**config.mk**
```make
export PLATFORM = sky130hd
export DESIGN_NAME = prt_port
export DESIGN_NICKNAME = d
export VERILOG_FILES = /design/src/prt_pkg.sv /design/src/prt_port.sv /design/src/prt_sync.sv
export SDC_FILE = /design/constraint.sdc
export NUM_CORES = 1
export LEC_CHECK = 0
export BUFFER_PORTS_ARGS = -buffer_cell sky130_fd_sc_hd__buf_4
export CORE_ASPECT_RATIO = 1.2
export CORE_MARGIN = 8
export CORE_UTILIZATION = 35
export CTS_BUF_LIST = sky130_fd_sc_hd__clkbuf_4 sky130_fd_sc_hd__clkbuf_8
export CTS_CLUSTER_DIAMETER = 50
export DETAILED_ROUTE_END_ITERATION = 7
export PLACE_DENSITY = 0.7
export REMOVE_ABC_BUFFERS = 1
export SYNTH_ARGS = -nofsm -noshare
export SYNTH_HDL_FRONTEND = slang
export SYNTH_SLANG_ARGS = --single-unit
export TNS_END_PERCENT = 1
```
**constraint.sdc**
```tcl
create_clock -name sys_clk -period 0.8 [get_ports sys_clk]
set_input_delay 0.08 -clock sys_clk [delete_from_list [all_inputs] [get_ports sys_clk]]
set_output_delay 0.08 -clock sys_clk [all_outputs]
set_load 0.02 [all_outputs]
```
**src/prt_pkg.sv**
```systemverilog
// Package for the eight-pin port: addresses, reset values, carriers
package prt_pkg;
    localparam int          PRT_WIDTH       = 8;
    localparam logic [15:0] PRT_DATA_ADDR   = 16'hFFD6;
    localparam logic [15:0] PRT_DIR_ADDR    = 16'hFFE6;
    localparam logic [7:0]  PRT_DATA_RESET  = 8'h00;
    localparam logic [7:0]  PRT_DIR_RESET   = 8'h00;
    localparam logic [7:0]  PRT_DIR_READ    = 8'hFF;
    localparam logic [7:0]  PRT_UNMAP_READ  = 8'hFF;

    // One byte access from the peripheral bus
    typedef struct packed {
        logic        rd;
        logic        wr;
        logic [15:0] addr;
        logic [7:0]  wdata;
    } prt_req_s;

    // Pin drive group
    typedef struct packed {
        logic [7:0] level;
        logic [7:0] oe;
    } prt_pin_s;
endpackage

```
**src/prt_port.sv**
```systemverilog
// Eight-pin port with data latch and write-only direction register
`timescale 1ns/1ps
module prt_port (
    // Clock and reset
    input  wire logic               sys_clk,
    input  wire logic               rst_n,
    // Peripheral bus
    input  wire prt_pkg::prt_req_s  bus_req,
    output logic [7:0]              bus_rdata,
    output logic                    bus_rvalid,
    // Pins
    input  wire logic [7:0]         port_three_pin_in,
    output prt_pkg::prt_pin_s       port_three_pin_out
);
    import prt_pkg::*;

    ////////////////////////////////////////////////////////////////////
    logic [7:0] port_three_data_reg;
    logic [7:0] port_three_direction_reg;
    logic [7:0] pin_sync;
    logic [7:0] next_data;
    logic [7:0] next_dir;
    logic [7:0] next_rdata;
    logic       next_rvalid;
    prt_pin_s   next_pins;
    logic [7:0] data_view;

    // Pin levels come from outside the clock domain
    prt_sync #(
        .WIDTH(PRT_WIDTH)
    ) u_sync (
        .sys_clk  (sys_clk),
        .rst_n    (rst_n),
        .async_in (port_three_pin_in),
        .sync_out (pin_sync)
    );

    function automatic logic hit(input logic [15:0] a, input logic [15:0] b);
        hit = (a == b);
    endfunction

    // Ports are one byte wide, so the package width must match them
    if (PRT_WIDTH != 8)
    begin : g_width_check
        $error("port width must be eight");
    end

    ////////////////////////////////////////////////////////////////////
    // Read view per pin: latch for outputs, synchronised level for inputs
    for (genvar g = 0; g < PRT_WIDTH; g++)
    begin : g_view
        assign data_view[g] = port_three_direction_reg[g]
                            ? port_three_data_reg[g]
                            : pin_sync[g];
    end

    ////////////////////////////////////////////////////////////////////
    // Register writes
    always_comb
    begin
        next_data = port_three_data_reg;
        next_dir  = port_three_direction_reg;
        if (bus_req.wr && hit(bus_req.addr, PRT_DATA_ADDR))
            next_data = bus_req.wdata;
        if (bus_req.wr && hit(bus_req.addr, PRT_DIR_ADDR))
            next_dir = bus_req.wdata;
    end

    // Read path; mixing per bit is what makes blind bit-set risky
    always_comb
    begin
        next_rvalid = bus_req.rd;
        next_rdata  = PRT_UNMAP_READ;
        if (hit(bus_req.addr, PRT_DATA_ADDR))
            next_rdata = data_view;
        else if (hit(bus_req.addr, PRT_DIR_ADDR))
            next_rdata = PRT_DIR_READ;
        if (!bus_req.rd)
            next_rdata = '0;
    end

    // Pin drive, bit n to pin n
    always_comb
    begin
        next_pins.oe    = next_dir;
        next_pins.level = next_data & next_dir;
    end

    always_ff @(posedge sys_clk or negedge rst_n)
    begin
        if (!rst_n)
        begin
            port_three_data_reg      <= PRT_DATA_RESET;
            port_three_direction_reg <= PRT_DIR_RESET;
            bus_rdata                <= '0;
            bus_rvalid               <= 1'b0;
            port_three_pin_out       <= '0;
        end
        else
        begin
            port_three_data_reg      <= next_data;
            port_three_direction_reg <= next_dir;
            bus_rdata                <= next_rdata;
            bus_rvalid               <= next_rvalid;
            port_three_pin_out       <= next_pins;
        end
    end

    ////////////////////////////////////////////////////////////////////
    // Checks
    property p_dir_read;
        @(posedge sys_clk) disable iff (!rst_n)
        bus_req.rd && bus_req.addr == PRT_DIR_ADDR
            |=> bus_rvalid && bus_rdata == 8'hFF;
    endproperty
    dir_reads_ones_a: assert property (p_dir_read)
        else $error("direction read not all ones");

    // Read checks look one edge back, where the read was decoded
    out_bit_read_a: assert property (
        @(posedge sys_clk) disable iff (!rst_n)
        bus_req.rd && bus_req.addr == PRT_DATA_ADDR
            |=> ((bus_rdata ^ $past(port_three_data_reg))
                 & $past(port_three_direction_reg)) == 8'h00)
        else $error("output bit read not latch");

    in_bit_read_a: assert property (
        @(posedge sys_clk) disable iff (!rst_n)
        bus_req.rd && bus_req.addr == PRT_DATA_ADDR
            |=> ((bus_rdata ^ $past(pin_sync))
                 & ~$past(port_three_direction_reg)) == 8'h00)
        else $error("input bit read not pin");

    data_write_all_a: assert property (
        @(posedge sys_clk) disable iff (!rst_n)
        bus_req.wr && bus_req.addr == PRT_DATA_ADDR
            |=> port_three_data_reg == $past(bus_req.wdata))
        else $error("data write lost bits");

    data_hold_a: assert property (
        @(posedge sys_clk) disable iff (!rst_n)
        !(bus_req.wr && bus_req.addr == PRT_DATA_ADDR)
            |=> $stable(port_three_data_reg))
        else $error("data latch changed unasked");

    pin_level_a: assert property (
        @(posedge sys_clk) disable iff (!rst_n)
        port_three_pin_out.level
            == (port_three_data_reg & port_three_direction_reg))
        else $error("pin level wrong");

    pin_drive_a: assert property (
        @(posedge sys_clk) disable iff (!rst_n)
        bus_req.wr && bus_req.addr == PRT_DATA_ADDR
            |=> port_three_pin_out.level
                == ($past(bus_req.wdata) & port_three_direction_reg))
        else $error("written level not driven");

    level_oe_only_a: assert property (
        @(posedge sys_clk) disable iff (!rst_n)
        (port_three_pin_out.level & ~port_three_pin_out.oe) == 8'h00)
        else $error("level shown on undriven pin");

    pin_enable_a: assert property (
        @(posedge sys_clk) disable iff (!rst_n)
        bus_req.wr && bus_req.addr == PRT_DIR_ADDR
            |=> port_three_pin_out.oe == $past(bus_req.wdata))
        else $error("direction not applied");

    oe_follow_a: assert property (
        @(posedge sys_clk) disable iff (!rst_n)
        port_three_pin_out.oe == port_three_direction_reg)
        else $error("enable differs from direction");

    dir_write_a: assert property (
        @(posedge sys_clk) disable iff (!rst_n)
        bus_req.wr && bus_req.addr == PRT_DIR_ADDR
            |=> port_three_direction_reg == $past(bus_req.wdata))
        else $error("direction write lost bits");

    dir_hold_a: assert property (
        @(posedge sys_clk) disable iff (!rst_n)
        !(bus_req.wr && bus_req.addr == PRT_DIR_ADDR)
            |=> $stable(port_three_direction_reg))
        else $error("direction changed unasked");

    read_valid_a: assert property (
        @(posedge sys_clk) disable iff (!rst_n)
        bus_req.rd
            |=> bus_rvalid ##1 (!bus_rvalid || $past(bus_req.rd)))
        else $error("read valid timing");

    idle_rdata_a: assert property (
        @(posedge sys_clk) disable iff (!rst_n)
        !bus_req.rd
            |=> !bus_rvalid && bus_rdata == 8'h00)
        else $error("idle read data not cleared");

    unmap_read_a: assert property (
        @(posedge sys_clk) disable iff (!rst_n)
        bus_req.rd && bus_req.addr != PRT_DATA_ADDR
            && bus_req.addr != PRT_DIR_ADDR
            |=> bus_rdata == PRT_UNMAP_READ)
        else $error("unmapped read value wrong");

    ////////////////////////////////////////////////////////////////////
    // Scenario covers
    rmw_data_c: cover property (@(posedge sys_clk) disable iff (!rst_n)
        bus_req.rd && bus_req.addr == PRT_DATA_ADDR
            ##1 bus_req.wr && bus_req.addr == PRT_DATA_ADDR);
    rmw_dir_c: cover property (@(posedge sys_clk) disable iff (!rst_n)
        bus_req.rd && bus_req.addr == PRT_DIR_ADDR
            ##1 bus_req.wr && bus_req.addr == PRT_DIR_ADDR);
    mixed_dir_c: cover property (@(posedge sys_clk) disable iff (!rst_n)
        port_three_direction_reg == 8'h3F && bus_req.rd);
    input_read_c: cover property (@(posedge sys_clk) disable iff (!rst_n)
        bus_req.rd && bus_req.addr == PRT_DATA_ADDR
            && (pin_sync & ~port_three_direction_reg) != 8'h00);
    unmap_read_c: cover property (@(posedge sys_clk) disable iff (!rst_n)
        bus_req.rd && bus_req.addr != PRT_DATA_ADDR
            && bus_req.addr != PRT_DIR_ADDR);
endmodule

```
**src/prt_sync.sv**
```systemverilog
// Two-stage synchroniser for the sensed pin levels
`timescale 1ns/1ps
module prt_sync #(
    parameter int WIDTH = 8
) (
    // Clock and reset
    input  wire logic             sys_clk,
    input  wire logic             rst_n,
    // Data
    input  wire logic [WIDTH-1:0] async_in,
    output logic      [WIDTH-1:0] sync_out
);
    logic [WIDTH-1:0] stage1;

    // A zero-width bank has nothing to carry
    if (WIDTH < 1)
    begin : g_width_check
        $error("synchroniser width must be positive");
    end

    // First stage feeds only the second
    always_ff @(posedge sys_clk or negedge rst_n)
    begin
        if (!rst_n)
        begin
            stage1   <= '0;
            sync_out <= '0;
        end
        else
        begin
            stage1   <= async_in;
            sync_out <= stage1;
        end
    end
endmodule

```
==> implementation parameters, run 1 <==
Parameter                              Value

Floorplanning
  Total number of placement rows    29
  Die width    83.5 um
  Std-Cell Core Area    0.00530 sq mm
  Initial Utilization    36.1%
  Vertical die dimension    97.0 um
  Die outline area    0.00810 sq mm
  Number of top-level pins    61

Finish
  Cell Count, Final, Fillers Out    305
  Leading cell types in the layout, fill and taps excluded    sky130_fd_sc_hd__buf_4 (54), sky130_fd_sc_hd__dfrtp_1 (43), sky130_fd_sc_hd__buf_6 (33)
  Diodes inserted    0
  Total number of nets in the final design    278
  Leading cell type in the layout, fill and taps excluded    sky130_fd_sc_hd__buf_4
  Proportion of layout cells with a drive suffix above 1    52.7%
  Area grow syn2layout    58.3%

Worst hold path
  Worst hold path class    input port to flop
  Launch point of the worst hold path    bus_req[4]
  Worst Hold Path Cells    2
  Hold-critical path endpoint    port_three_data_reg[4]$_DFF_PN0_

Clock network
  TritonCTS clock tree    built
  Number of clock buffers inserted by TritonCTS    5
  Cell at the root of the clock tree    sky130_fd_sc_hd__clkbuf_8
  Depth of the CTS H-tree    2
  CTS sink count    49
  Clock-pin slew on the worst setup and hold paths    90 ps
  Maximum root-to-sink buffer count    2
  Source-to-sink clock delay at the later pin of the worst-skew pair    310 ps

Setup path
  Most frequent CP cell    sky130_fd_sc_hd__buf_4
  Nature of the critical path endpoint    flop
  Buf/Inv on CP    2
  Slowest cell on the critical path    sky130_fd_sc_hd__mux2_2
  Reg-to-reg endpoint    port_three_direction_reg[5]$_DFF_PN0_
  Startpoint kind of the worst setup timing path    input port
  Largest delay share family, worst path    simple AND/OR/NAND/NOR gates
  Reg-to-reg startpoint    port_three_direction_reg[5]$_DFF_PN0_
  Largest driver fanout on the critical path    8
  Peak per-stage delay on the critical path    310 ps
  Slack of the worst reg-to-reg path    -160 ps
  Length in cells of the worst reg-to-reg path    2
  Classification of the worst setup path    input port to flop
  Cell-by-cell trace of the critical path    buf_4 > nand4_1 > buf_4 > nor4_4 > nand2_4 > mux2_2
  Worst path required time    980 ps
  Worst EP arrival    1290 ps

Route
  Vias post-DR    1592
  Initial drt markers    75
  Detailed-routing iteration count for the pre-antenna-repair pass    4
  Drt via density    5.22
  Drt drc    0
  Antenna Violating Nets Remaining    0
  Sum of routed wire length over all layers    5160 um
  Final routed wire length divided by cell count    16.9 um

Timing
  Final setup violation count    57
  Endpoints failing hold    0
  Worst rel slew slack    67.4%
  Number of max-slew violations in the final report    0
  Peak clock frequency supported by timing    0.907 GHz
  Final setup margin    -303 ps
  Unrepaired setup endpoints after global routing    yes
  Share of the clock period used by the worst path    138%
  Fin crit period    1100 ps
  Setup TNS    -11330 ps
  Worst clock skew on the final layout    13.9 ps
  Final hold slack    33.0 ps
  Transition time at the pin with the least slew margin    488 ps

Placement
  Routability congestion estimate    0.822
  DP Wirelength    3590 um
  Total of buffers placed on input and output ports    60
  DP Cell Count    280

Yosys
  Synth Instances    140
  Post-Syn Area    0.00191 sq mm
  Post-synthesis sequential area ratio    64.1%
  Mean instance size in the synthesized netlist    13.7 sq um
  Count of distinct cell types in the synthesized netlist    20
  Count of state elements after synthesis    49
  Yosys warns    0

Flow run
  Maxcap violations    0

Pwr
  Worst vdd rail ir drop    0.00126 V
  Total power divided by cell area    1470 mW/mm^2
  Post-route total power    4.46 mW
  Static leakage power    1.44 nW

Global routing
  Largest net degree at the start of global routing    23
  Vias in the first global route    1781
  Number of antenna violations at the first check in global routing    0
  Total congestion overflow after global routing    0
  GRT Resource Usage Total    12.8%
  First-pass GRT wire length    8530 um

Run status
  Failing checks    setup timing
  Status    finished, violations left
==> kinds of logic after synthesis <==
family | synth area share (%)
muxes | 13.6
AOI/OAI and AO/OA | 3.14
and+or+nand+nor | 18.0
DFF | 64.1
buffers and inverters | 1.18
==> cell usage after synthesis <==
| cell | n | area [sq um] |
|---|---|---|
| sky130_fd_sc_hd__dfrtp_1 | 49 | 1230 |
| sky130_fd_sc_hd__nand4_1 | 26 | 163 |
| sky130_fd_sc_hd__mux2_2 | 16 | 180 |
| sky130_fd_sc_hd__nand3_1 | 16 | 80.1 |
| sky130_fd_sc_hd__a21boi_0 | 8 | 60.1 |
| sky130_fd_sc_hd__mux2i_1 | 8 | 80.1 |
| sky130_fd_sc_hd__clkbuf_1 | 3 | 11.3 |
| sky130_fd_sc_hd__nor2b_1 | 2 | 12.5 |
| sky130_fd_sc_hd__and2_1 | 1 | 6.26 |
| sky130_fd_sc_hd__buf_1 | 1 | 3.75 |
| sky130_fd_sc_hd__buf_4 | 1 | 7.51 |
| sky130_fd_sc_hd__nand2_4 | 1 | 11.3 |
| sky130_fd_sc_hd__nand2b_1 | 1 | 6.26 |
| sky130_fd_sc_hd__nand3_2 | 1 | 10.0 |
| sky130_fd_sc_hd__nand3b_1 | 1 | 7.51 |
| sky130_fd_sc_hd__nand4b_1 | 1 | 8.76 |
| sky130_fd_sc_hd__nor2_1 | 1 | 3.75 |
| sky130_fd_sc_hd__nor4_1 | 1 | 6.26 |
| sky130_fd_sc_hd__nor4_4 | 1 | 21.3 |
| sky130_fd_sc_hd__or4_1 | 1 | 7.51 |
==> stage by stage <==
step	utilization, %	cell area, sq um	setup WS [ps]
6_report	57.2	3030	-303
5_1_grt	57.2	3030	-356
4_1_cts	57.1	3020	-318
3_5_place_dp	49.6	2630	-754
3_3_place_gp	49.6	2630	-740
2_1_floorplan	-	1890	-710
==> worst max-delay path by stage <==
| stage | start | endpoint | slack [ps] | cells past startpoint |
|---|---|---|---|---|
| final | bus_req[22] | port_three_direction_reg[2]$_DFF_PN0_ | -300 | 6 |
| after global routing | bus_req[8] | port_three_pin_out[13]$_DFF_PN0_ | -360 | 6 |
| after CTS | bus_req[11] | port_three_direction_reg[2]$_DFF_PN0_ | -320 | 5 |
| after detailed placement | bus_req[11] | port_three_data_reg[6]$_DFF_PN0_ | -750 | 6 |
| after global placement | bus_req[11] | port_three_data_reg[5]$_DFF_PN0_ | -740 | 6 |
| after floorplan | bus_req[11] | port_three_direction_reg[0]$_DFF_PN0_ | -710 | 4 |
==> power by group <==
part           internal (mW)  switching, mW  total, mW
combinational          0.261          0.208      0.470
clock                  0.641          0.790       1.43
sequential              2.54         0.0233       2.56
total                   3.44           1.02       4.46
==> what timing repair did <==
item                                   4_1_cts  5_1_grt
cloned                                       0        0
endpoints found under the hold margin       58        0
setup endpoints to repair                   57       57
hold buffers                                10        0
setup buffers                                8        0
gates resized for setup                     50        4
pin swaps                                    5        4
==> worst reg2reg max path, stage by stage, from the launching register on <==
cell	delay [ps]
sky130_fd_sc_hd__dfrtp_2	430
sky130_fd_sc_hd__buf_4	160
sky130_fd_sc_hd__mux2_2	250
==> layout make-up <==
type | instances | area (sq um)
multi-input combinational | 86 | 693
clock buffer | 6 | 76.3
tap | 62 | 77.6
fill | 446 | 2270
timing repair buffer | 100 | 937
sequential | 49 | 1230
clock inverter | 2 | 10.0
==> layer usage <==
layer  vias up  track usage [%]  routed length [um]
met5         -                0                   0
met4         0             5.19                  94
met3         8             4.61                 404
met2        77             20.9                2560
met1       774             14.8                2110
li1        733                -                   -
Power figures use the tool's default switching activity.
==> run 2: changes to the inputs <==
==> constraint.sdc (replaced) <==
create_clock -name sys_clk -period 0.8 [get_ports sys_clk]
set_input_delay 0.16 -clock sys_clk [delete_from_list [all_inputs] [get_ports sys_clk]]
set_output_delay 0.16 -clock sys_clk [all_outputs]
set_load 0.02 [all_outputs]
==> implementation parameters, run 2 (synthesis results as in run 1) <==
Parameter                              Value

Pwr
  Switching part of the total power    22.3% (-0.54 points)
  Psw    1.00 mW (-2.0%)
  Combinational cell fraction of total power    10.1% (-0.4 points)
  Clock power share    32.7% (+0.6 points)
  Static leakage power    1.33 nW (-7.4%)
  Total power divided by cell area    1570 mW/mm^2 (+6.4%)
  Internal Power    3.48 mW (+1.1%)
  Worst vdd rail ir drop    0.00121 V (-4.1%)
  Share of power burned in registers    57.2% (-0.2 points)
  Post-route total power    4.48 mW (+0.35%)

Timing
  Share of the clock period used by the worst path    150% (+13 points)
  Final hold slack    48.0 ps (+15.0 ps)
  Worst clock skew on the final layout    9.81 ps (-4.13 ps)
  Endpoints failing hold    0 (unchanged)
  Number of max-slew violations in the final report    0 (unchanged)
  Peak clock frequency supported by timing    0.831 GHz (-8.3%)
  Fin crit period    1200 ps (+100 ps)
  Transition time at the pin with the least slew margin    480 ps (-8.01 ps)
  Final setup violation count    57 (unchanged)
  Setup TNS    -16340 ps (-5010 ps)
  Unrepaired setup endpoints after global routing    yes
  Worst rel slew slack    67.9% (+0.54 points)
  Final setup margin    -403 ps (-100 ps)

Route
  Drt drc    0 (unchanged)
  Initial drt markers    57 (-24%)
  Drt via density    5.21 (-0.20%)
  Antenna Violating Nets Remaining    0 (unchanged)
  Detailed-routing iteration count for the pre-antenna-repair pass    6 (+2)
  Sum of routed wire length over all layers    4740 um (-8.2%)
  Vias post-DR    1495 (-6.1%)
  Final routed wire length divided by cell count    16.5 um (-2.5%)

Global routing
  First-pass GRT wire length    7820 um (-8.3%)
  GRT Resource Usage Total    11.6% (-1.2 points)
  Largest net degree at the start of global routing    50 (+120%)
  Met2 global-route usage    19.6% (-1.3 points)
  Total congestion overflow after global routing    0 (unchanged)
  Most crowded layer after global routing    met2
  Met1 routing resource usage after global routing    13.1% (-1.7 points)
  Met3 capacity usage during global routing    4.45% (-0.17 points)
  Vias in the first global route    1611 (-9.5%)
  Number of antenna violations at the first check in global routing    0 (unchanged)

Setup path
  Reg-to-reg endpoint    bus_rdata[1]$_DFF_PN0_
  Slack of the worst reg-to-reg path    -90 ps (+70 ps)
  Worst path required time    1000 ps (+20 ps)
  Worst EP arrival    1400 ps (+110 ps)
  Nature of the critical path endpoint    flop
  Classification of the worst setup path    input port to flop
  Length in cells of the worst reg-to-reg path    2 (unchanged)
  Worst setup path start    bus_req[11]
  Reg-to-reg startpoint    port_three_direction_reg[1]$_DFF_PN0_
  Startpoint kind of the worst setup timing path    input port
  Largest driver fanout on the critical path    8 (unchanged)

Run status
  Status    finished, violations left
  Failing checks    setup timing

Floorplanning
  Die outline area    0.00810 sq mm (unchanged)
  Std-Cell Core Area    0.00530 sq mm (unchanged)
  Die width    83.5 um (unchanged)
  Number of top-level pins    61 (unchanged)
  Vertical die dimension    97.0 um (unchanged)
  Initial Utilization    36.1% (unchanged)
  Total number of placement rows    29 (unchanged)

Worst hold path
  Hold-critical path endpoint    bus_rvalid$_DFF_PN0_
  Launch point of the worst hold path    bus_req[25]
  Worst Hold Path Cells    1 (-1)
  Worst hold path class    input port to flop

Finish
  Area occupied by registers    0.00123 sq mm (-0.10%)
  Final core utilization    53.9% (-3.3 points)
  Total non-filler cell area in the finished layout    0.00286 sq mm (-5.7%)
  Total number of nets in the final design    260 (-6.5%)
  Leading cell types in the layout, fill and taps excluded    sky130_fd_sc_hd__dfrtp_1 (44), sky130_fd_sc_hd__buf_4 (42), sky130_fd_sc_hd__buf_6 (29)
  Diodes inserted    0 (unchanged)
  Area of combinational cells with multiple inputs    682 sq um (-1.6%)
  Cell Count, Final, Fillers Out    287 (-5.9%)
  Leading cell type in the layout, fill and taps excluded    sky130_fd_sc_hd__dfrtp_1
  Filler cell count in the final layout    472 (+5.8%)
  Proportion of layout cells with a drive suffix above 1    47.1% (-5.6 points)
  Area grow syn2layout    49.2%

Placement
  Routability congestion estimate    0.803 (-2.2%)
  Minimum setup slack after placement    -862 ps (-107 ps)
  DP Wirelength    3270 um (-9.0%)
  DP Cell Count    270 (-3.6%)
  Placement-stage cell area    0.00254 sq mm (-3.3%)
  Total of buffers placed on input and output ports    60 (unchanged)

Clock network
  Maximum root-to-sink buffer count    2 (unchanged)
  Post-CTS Setup Repair Bufs    0 (-8)
  Clock-pin slew on the worst setup and hold paths    90 ps (about the same)
  CTS sink count    49 (unchanged)
  Cell at the root of the clock tree    sky130_fd_sc_hd__clkbuf_8
  TritonCTS clock tree    built
  Number of clock buffers inserted by TritonCTS    5 (unchanged)
  Depth of the CTS H-tree    2 (unchanged)
  Source-to-sink clock delay at the later pin of the worst-skew pair    300 ps (about the same)

Flow run
  Maxcap violations    0 (unchanged)
-- run 2: cell count changes in the layout (fill, tap and decap cells not counted), moves of 2 or more --
cell,change
sky130_fd_sc_hd__a21boi_0,+8
sky130_fd_sc_hd__a21boi_1,-7
sky130_fd_sc_hd__clkinv_2,-2
sky130_fd_sc_hd__buf_4,-12
sky130_fd_sc_hd__buf_6,-4
-- run 2: critical path, cell delays in order --
cell,delay [ps]
sky130_fd_sc_hd__buf_6,90
sky130_fd_sc_hd__nand4b_1,270
sky130_fd_sc_hd__nor4_2,240
sky130_fd_sc_hd__buf_4,180
sky130_fd_sc_hd__nand3_4,120
sky130_fd_sc_hd__mux2_4,350
-- run 2: timing repair --
action | in CTS | in global routing
resized for setup | 34 | 3
endpoints found under the hold margin | 57 | 0
pin swaps | 5 | 2
setup endpoints to repair | 57 | 57
hold buffers | 9 | 0
-- run 2: power by group through the flow --
stage               Combinational [mW]  Clock (mW)  Sequential (mW)
floorplan                       0.0576           0             2.63
CTS                              0.452        1.51             2.56
global route                     0.486        1.60             2.57
finish                           0.451        1.47             2.56
detailed placement               0.393           0             2.60
global placement                 0.388           0             2.60
-- run 2: area by class of cell --
class                      count  area share, %
clock buffer                   7           2.94
sequential                    49           43.2
timing repair buffer          82           27.0
multi-input combinational     86           23.9
clock inverter                 1          0.263
tap                           62           2.72
-- run 2: per-layer routing --
layer	vias to the layer above	share of wire (%)
li1	697	-
met1	741	43
met2	52	49
met3	5	7.3
met4	0	0.97
met5	-	0
-- run 2: worst max-delay path by stage --
stage	slack, ps	end	cells after the start
floorplan	-790	port_three_direction_reg[0]$_DFF_PN0_	4
global placement	-840	port_three_data_reg[0]$_DFF_PN0_	6
detailed placement	-860	port_three_data_reg[3]$_DFF_PN0_	6
CTS	-400	port_three_data_reg[3]$_DFF_PN0_	6
global route	-470	port_three_data_reg[3]$_DFF_PN0_	6
finish	-400	port_three_data_reg[3]$_DFF_PN0_	6
==> run 3: changes to the inputs <==
--- a/config.mk
+++ b/config.mk
@@ -6,13 +6,15 @@
 export NUM_CORES = 1
 export LEC_CHECK = 0
 export BUFFER_PORTS_ARGS = -buffer_cell sky130_fd_sc_hd__buf_4
+export CELL_PAD_IN_SITES_DETAIL_PLACEMENT = 0
+export CELL_PAD_IN_SITES_GLOBAL_PLACEMENT = 1
 export CORE_ASPECT_RATIO = 1.2
 export CORE_MARGIN = 8
 export CORE_UTILIZATION = 35
 export CTS_BUF_LIST = sky130_fd_sc_hd__clkbuf_4 sky130_fd_sc_hd__clkbuf_8
 export CTS_CLUSTER_DIAMETER = 50
 export DETAILED_ROUTE_END_ITERATION = 7
-export PLACE_DENSITY = 0.7
+export PLACE_DENSITY = 0.83
 export REMOVE_ABC_BUFFERS = 1
 export SYNTH_ARGS = -nofsm -noshare
 export SYNTH_HDL_FRONTEND = slang
==> constraint.sdc (replaced) <==
create_clock -name sys_clk -period 1 [get_ports sys_clk]
set_input_delay 0.2 -clock sys_clk [delete_from_list [all_inputs] [get_ports sys_clk]]
set_output_delay 0.2 -clock sys_clk [all_outputs]
set_load 0.02 [all_outputs]
==> implementation parameters, run 3 (synthesis results as in run 1) <==
Parameter                              Value

Clock network
  Depth of the CTS H-tree    2 (unchanged)
  Cell at the root of the clock tree    sky130_fd_sc_hd__clkbuf_8
  Number of clock buffers inserted by TritonCTS    5 (unchanged)
  Maximum root-to-sink buffer count    2 (unchanged)
  TritonCTS clock tree    built
  Clock-pin slew on the worst setup and hold paths    70 ps (-20 ps)
  Post-CTS Setup Repair Bufs    0 (unchanged)
  Source-to-sink clock delay at the later pin of the worst-skew pair    300 ps (about the same)
  CTS sink count    49 (unchanged)

Timing
  Final setup margin    -283 ps (+120 ps)
  Unrepaired setup endpoints after global routing    yes
  Final setup violation count    56 (-1.8%)
  Share of the clock period used by the worst path    128%
  Fin crit period    1280 ps
  Endpoints failing hold    0 (unchanged)
  Worst rel slew slack    66.4% (-1.5 points)
  Worst clock skew on the final layout    9.78 ps (-0.0338 ps)
  Peak clock frequency supported by timing    0.780 GHz
  Transition time at the pin with the least slew margin    503 ps (+22.6 ps)
  Final hold slack    101 ps (+53.4 ps)
  Number of max-slew violations in the final report    0 (unchanged)

Global routing
  Met1 routing resource usage after global routing    14.7% (+1.6 points)
  Most crowded layer after global routing    met2
  Largest net degree at the start of global routing    50 (unchanged)
  Met2 global-route usage    19.5% (-0.060 points)
  First-pass GRT wire length    8310 um (+6.3%)
  Total congestion overflow after global routing    0 (unchanged)
  GRT Resource Usage Total    12.4% (+0.78 points)
  Number of antenna violations at the first check in global routing    0 (unchanged)
  Vias in the first global route    1671 (+3.7%)
  Met3 capacity usage during global routing    5.03% (+0.59 points)

Placement
  Total of buffers placed on input and output ports    60 (unchanged)
  DP Wirelength    3480 um (+6.4%)
  Routability congestion estimate    0.794 (-1.2%)
  Minimum setup slack after placement    -672 ps (+190 ps)

Setup path
  Largest driver fanout on the critical path    8 (unchanged)
  Nature of the critical path endpoint    flop
  Peak per-stage delay on the critical path    360 ps (about the same)
  Largest delay share family, worst path    simple AND/OR/NAND/NOR gates
  Worst path required time    1180 ps (+180 ps)
  Classification of the worst setup path    input port to flop
  Startpoint kind of the worst setup timing path    input port
  Worst EP arrival    1460 ps (+60 ps)
  Slowest cell on the critical path    sky130_fd_sc_hd__nor4_4
  Buf/Inv on CP    2 (unchanged)
  Cell-by-cell trace of the critical path    buf_6 > nand4_1 > buf_4 > nor4_4 > nand2_4 > mux2_2

Run status
  Status    finished, violations left
  Failing checks    setup timing

Route
  Drt via density    5.26 (+0.90%)
  Detailed-routing iteration count for the pre-antenna-repair pass    4 (-2)
  Drt drc    0 (unchanged)
  Vias post-DR    1519 (+1.6%)
  Antenna Violating Nets Remaining    0 (unchanged)
  Initial drt markers    66 (+16%)
  Final routed wire length divided by cell count    17.1 um (+3.3%)
  Sum of routed wire length over all layers    4930 um (+4.0%)

Finish
  Diodes inserted    0 (unchanged)
  Total number of nets in the final design    262 (+0.77%)
  Area grow syn2layout    50.8%
  Final core utilization    54.5% (+0.57 points)
  Leading cell types in the layout, fill and taps excluded    sky130_fd_sc_hd__buf_4 (45), sky130_fd_sc_hd__dfrtp_1 (43), sky130_fd_sc_hd__buf_6 (29)
  Proportion of layout cells with a drive suffix above 1    51.5% (+4.4 points)
  Leading cell type in the layout, fill and taps excluded    sky130_fd_sc_hd__buf_4
  Filler cell count in the final layout    454 (-3.8%)

Floorplanning
  Die outline area    0.00810 sq mm (unchanged)
  Std-Cell Core Area    0.00530 sq mm (unchanged)
  Die width    83.5 um (unchanged)
  Total number of placement rows    29 (unchanged)
  Number of top-level pins    61 (unchanged)
  Vertical die dimension    97.0 um (unchanged)
  Initial Utilization    36.1% (unchanged)

Pwr
  Worst vdd rail ir drop    0.00106 V (-12%)
  Static leakage power    1.35 nW (+1.1%)
  Post-route total power    3.60 mW (-20%)
  Total power divided by cell area    1250 mW/mm^2 (-20%)

Flow run
  Maxcap violations    0 (unchanged)

Worst hold path
  Worst hold path class    input port to flop
run 3: cell count changes in the layout (fill, tap and decap cells not counted), sizes merged:
cell	change
buf	+2
clkbuf	+1
clkinvlp	-1
run 3: worst paths after layout:
path	cells past startpoint	end	from	slack (ps)
setup / recovery	6	port_three_direction_reg[0]$_DFF_PN0_	bus_req[22]	-280
hold / removal	1	bus_rvalid$_DFF_PN0_	bus_req[25]	100
setup reg to reg	2	bus_rdata[1]$_DFF_PN0_	port_three_direction_reg[1]$_DFF_PN0_	130
hold reg to reg	0	u_sync.sync_out[4]$_DFF_PN0_	u_sync.stage1[4]$_DFF_PN0_	350
max in group asynchronous	3	port_three_direction_reg[0]$_DFF_PN0_	rst_n	360
min in group asynchronous	3	u_sync.sync_out[1]$_DFF_PN0_	rst_n	390
run 3: power by group:
group	leakage [nW]	total (mW)	switching, mW	internal, mW
registers	0.617	2.05	0.0180	2.03
clock network	0.0498	1.18	0.602	0.579
logic	0.681	0.373	0.166	0.206
run 3: timing repair:
action,in CTS,in global routing
hold endpoints to repair,56,1
hold buffers,8,1
resized for setup,32,22
pin swaps,1,1
endpoints found under the setup margin,57,57
run 3: layout make-up:
| class | instances | area, sq um | area share, % |
|---|---|---|---|
| clock buffer | 8 | 91.3 | 3.17 |
| multi-input combinational | 86 | 708 | 24.5 |
| sequential | 49 | 1230 | 42.8 |
| tap | 62 | 77.6 | 2.69 |
| timing repair buffer | 84 | 774 | 26.8 |
run 3: per-stage QoR:
| step | TNS (ps) | std cells | cell area [sq um] |
|---|---|---|---|
| 4_1_cts | -9250 | 289 | 2840 |
| 5_1_grt | -10960 | 289 | 2890 |
| 2_1_floorplan | -13760 | 135 | 1890 |
| 6_report | -7450 | 289 | 2890 |
| 3_5_place_dp | -18440 | 273 | 2550 |
| 3_3_place_gp | -17100 | 273 | 2550 |
run 3: layer usage:
metal  vias up  wire (um)
li1        696          -
met5         -          0
met1       751       2050
met3        10        439
met4         0         87
met2        62       2350
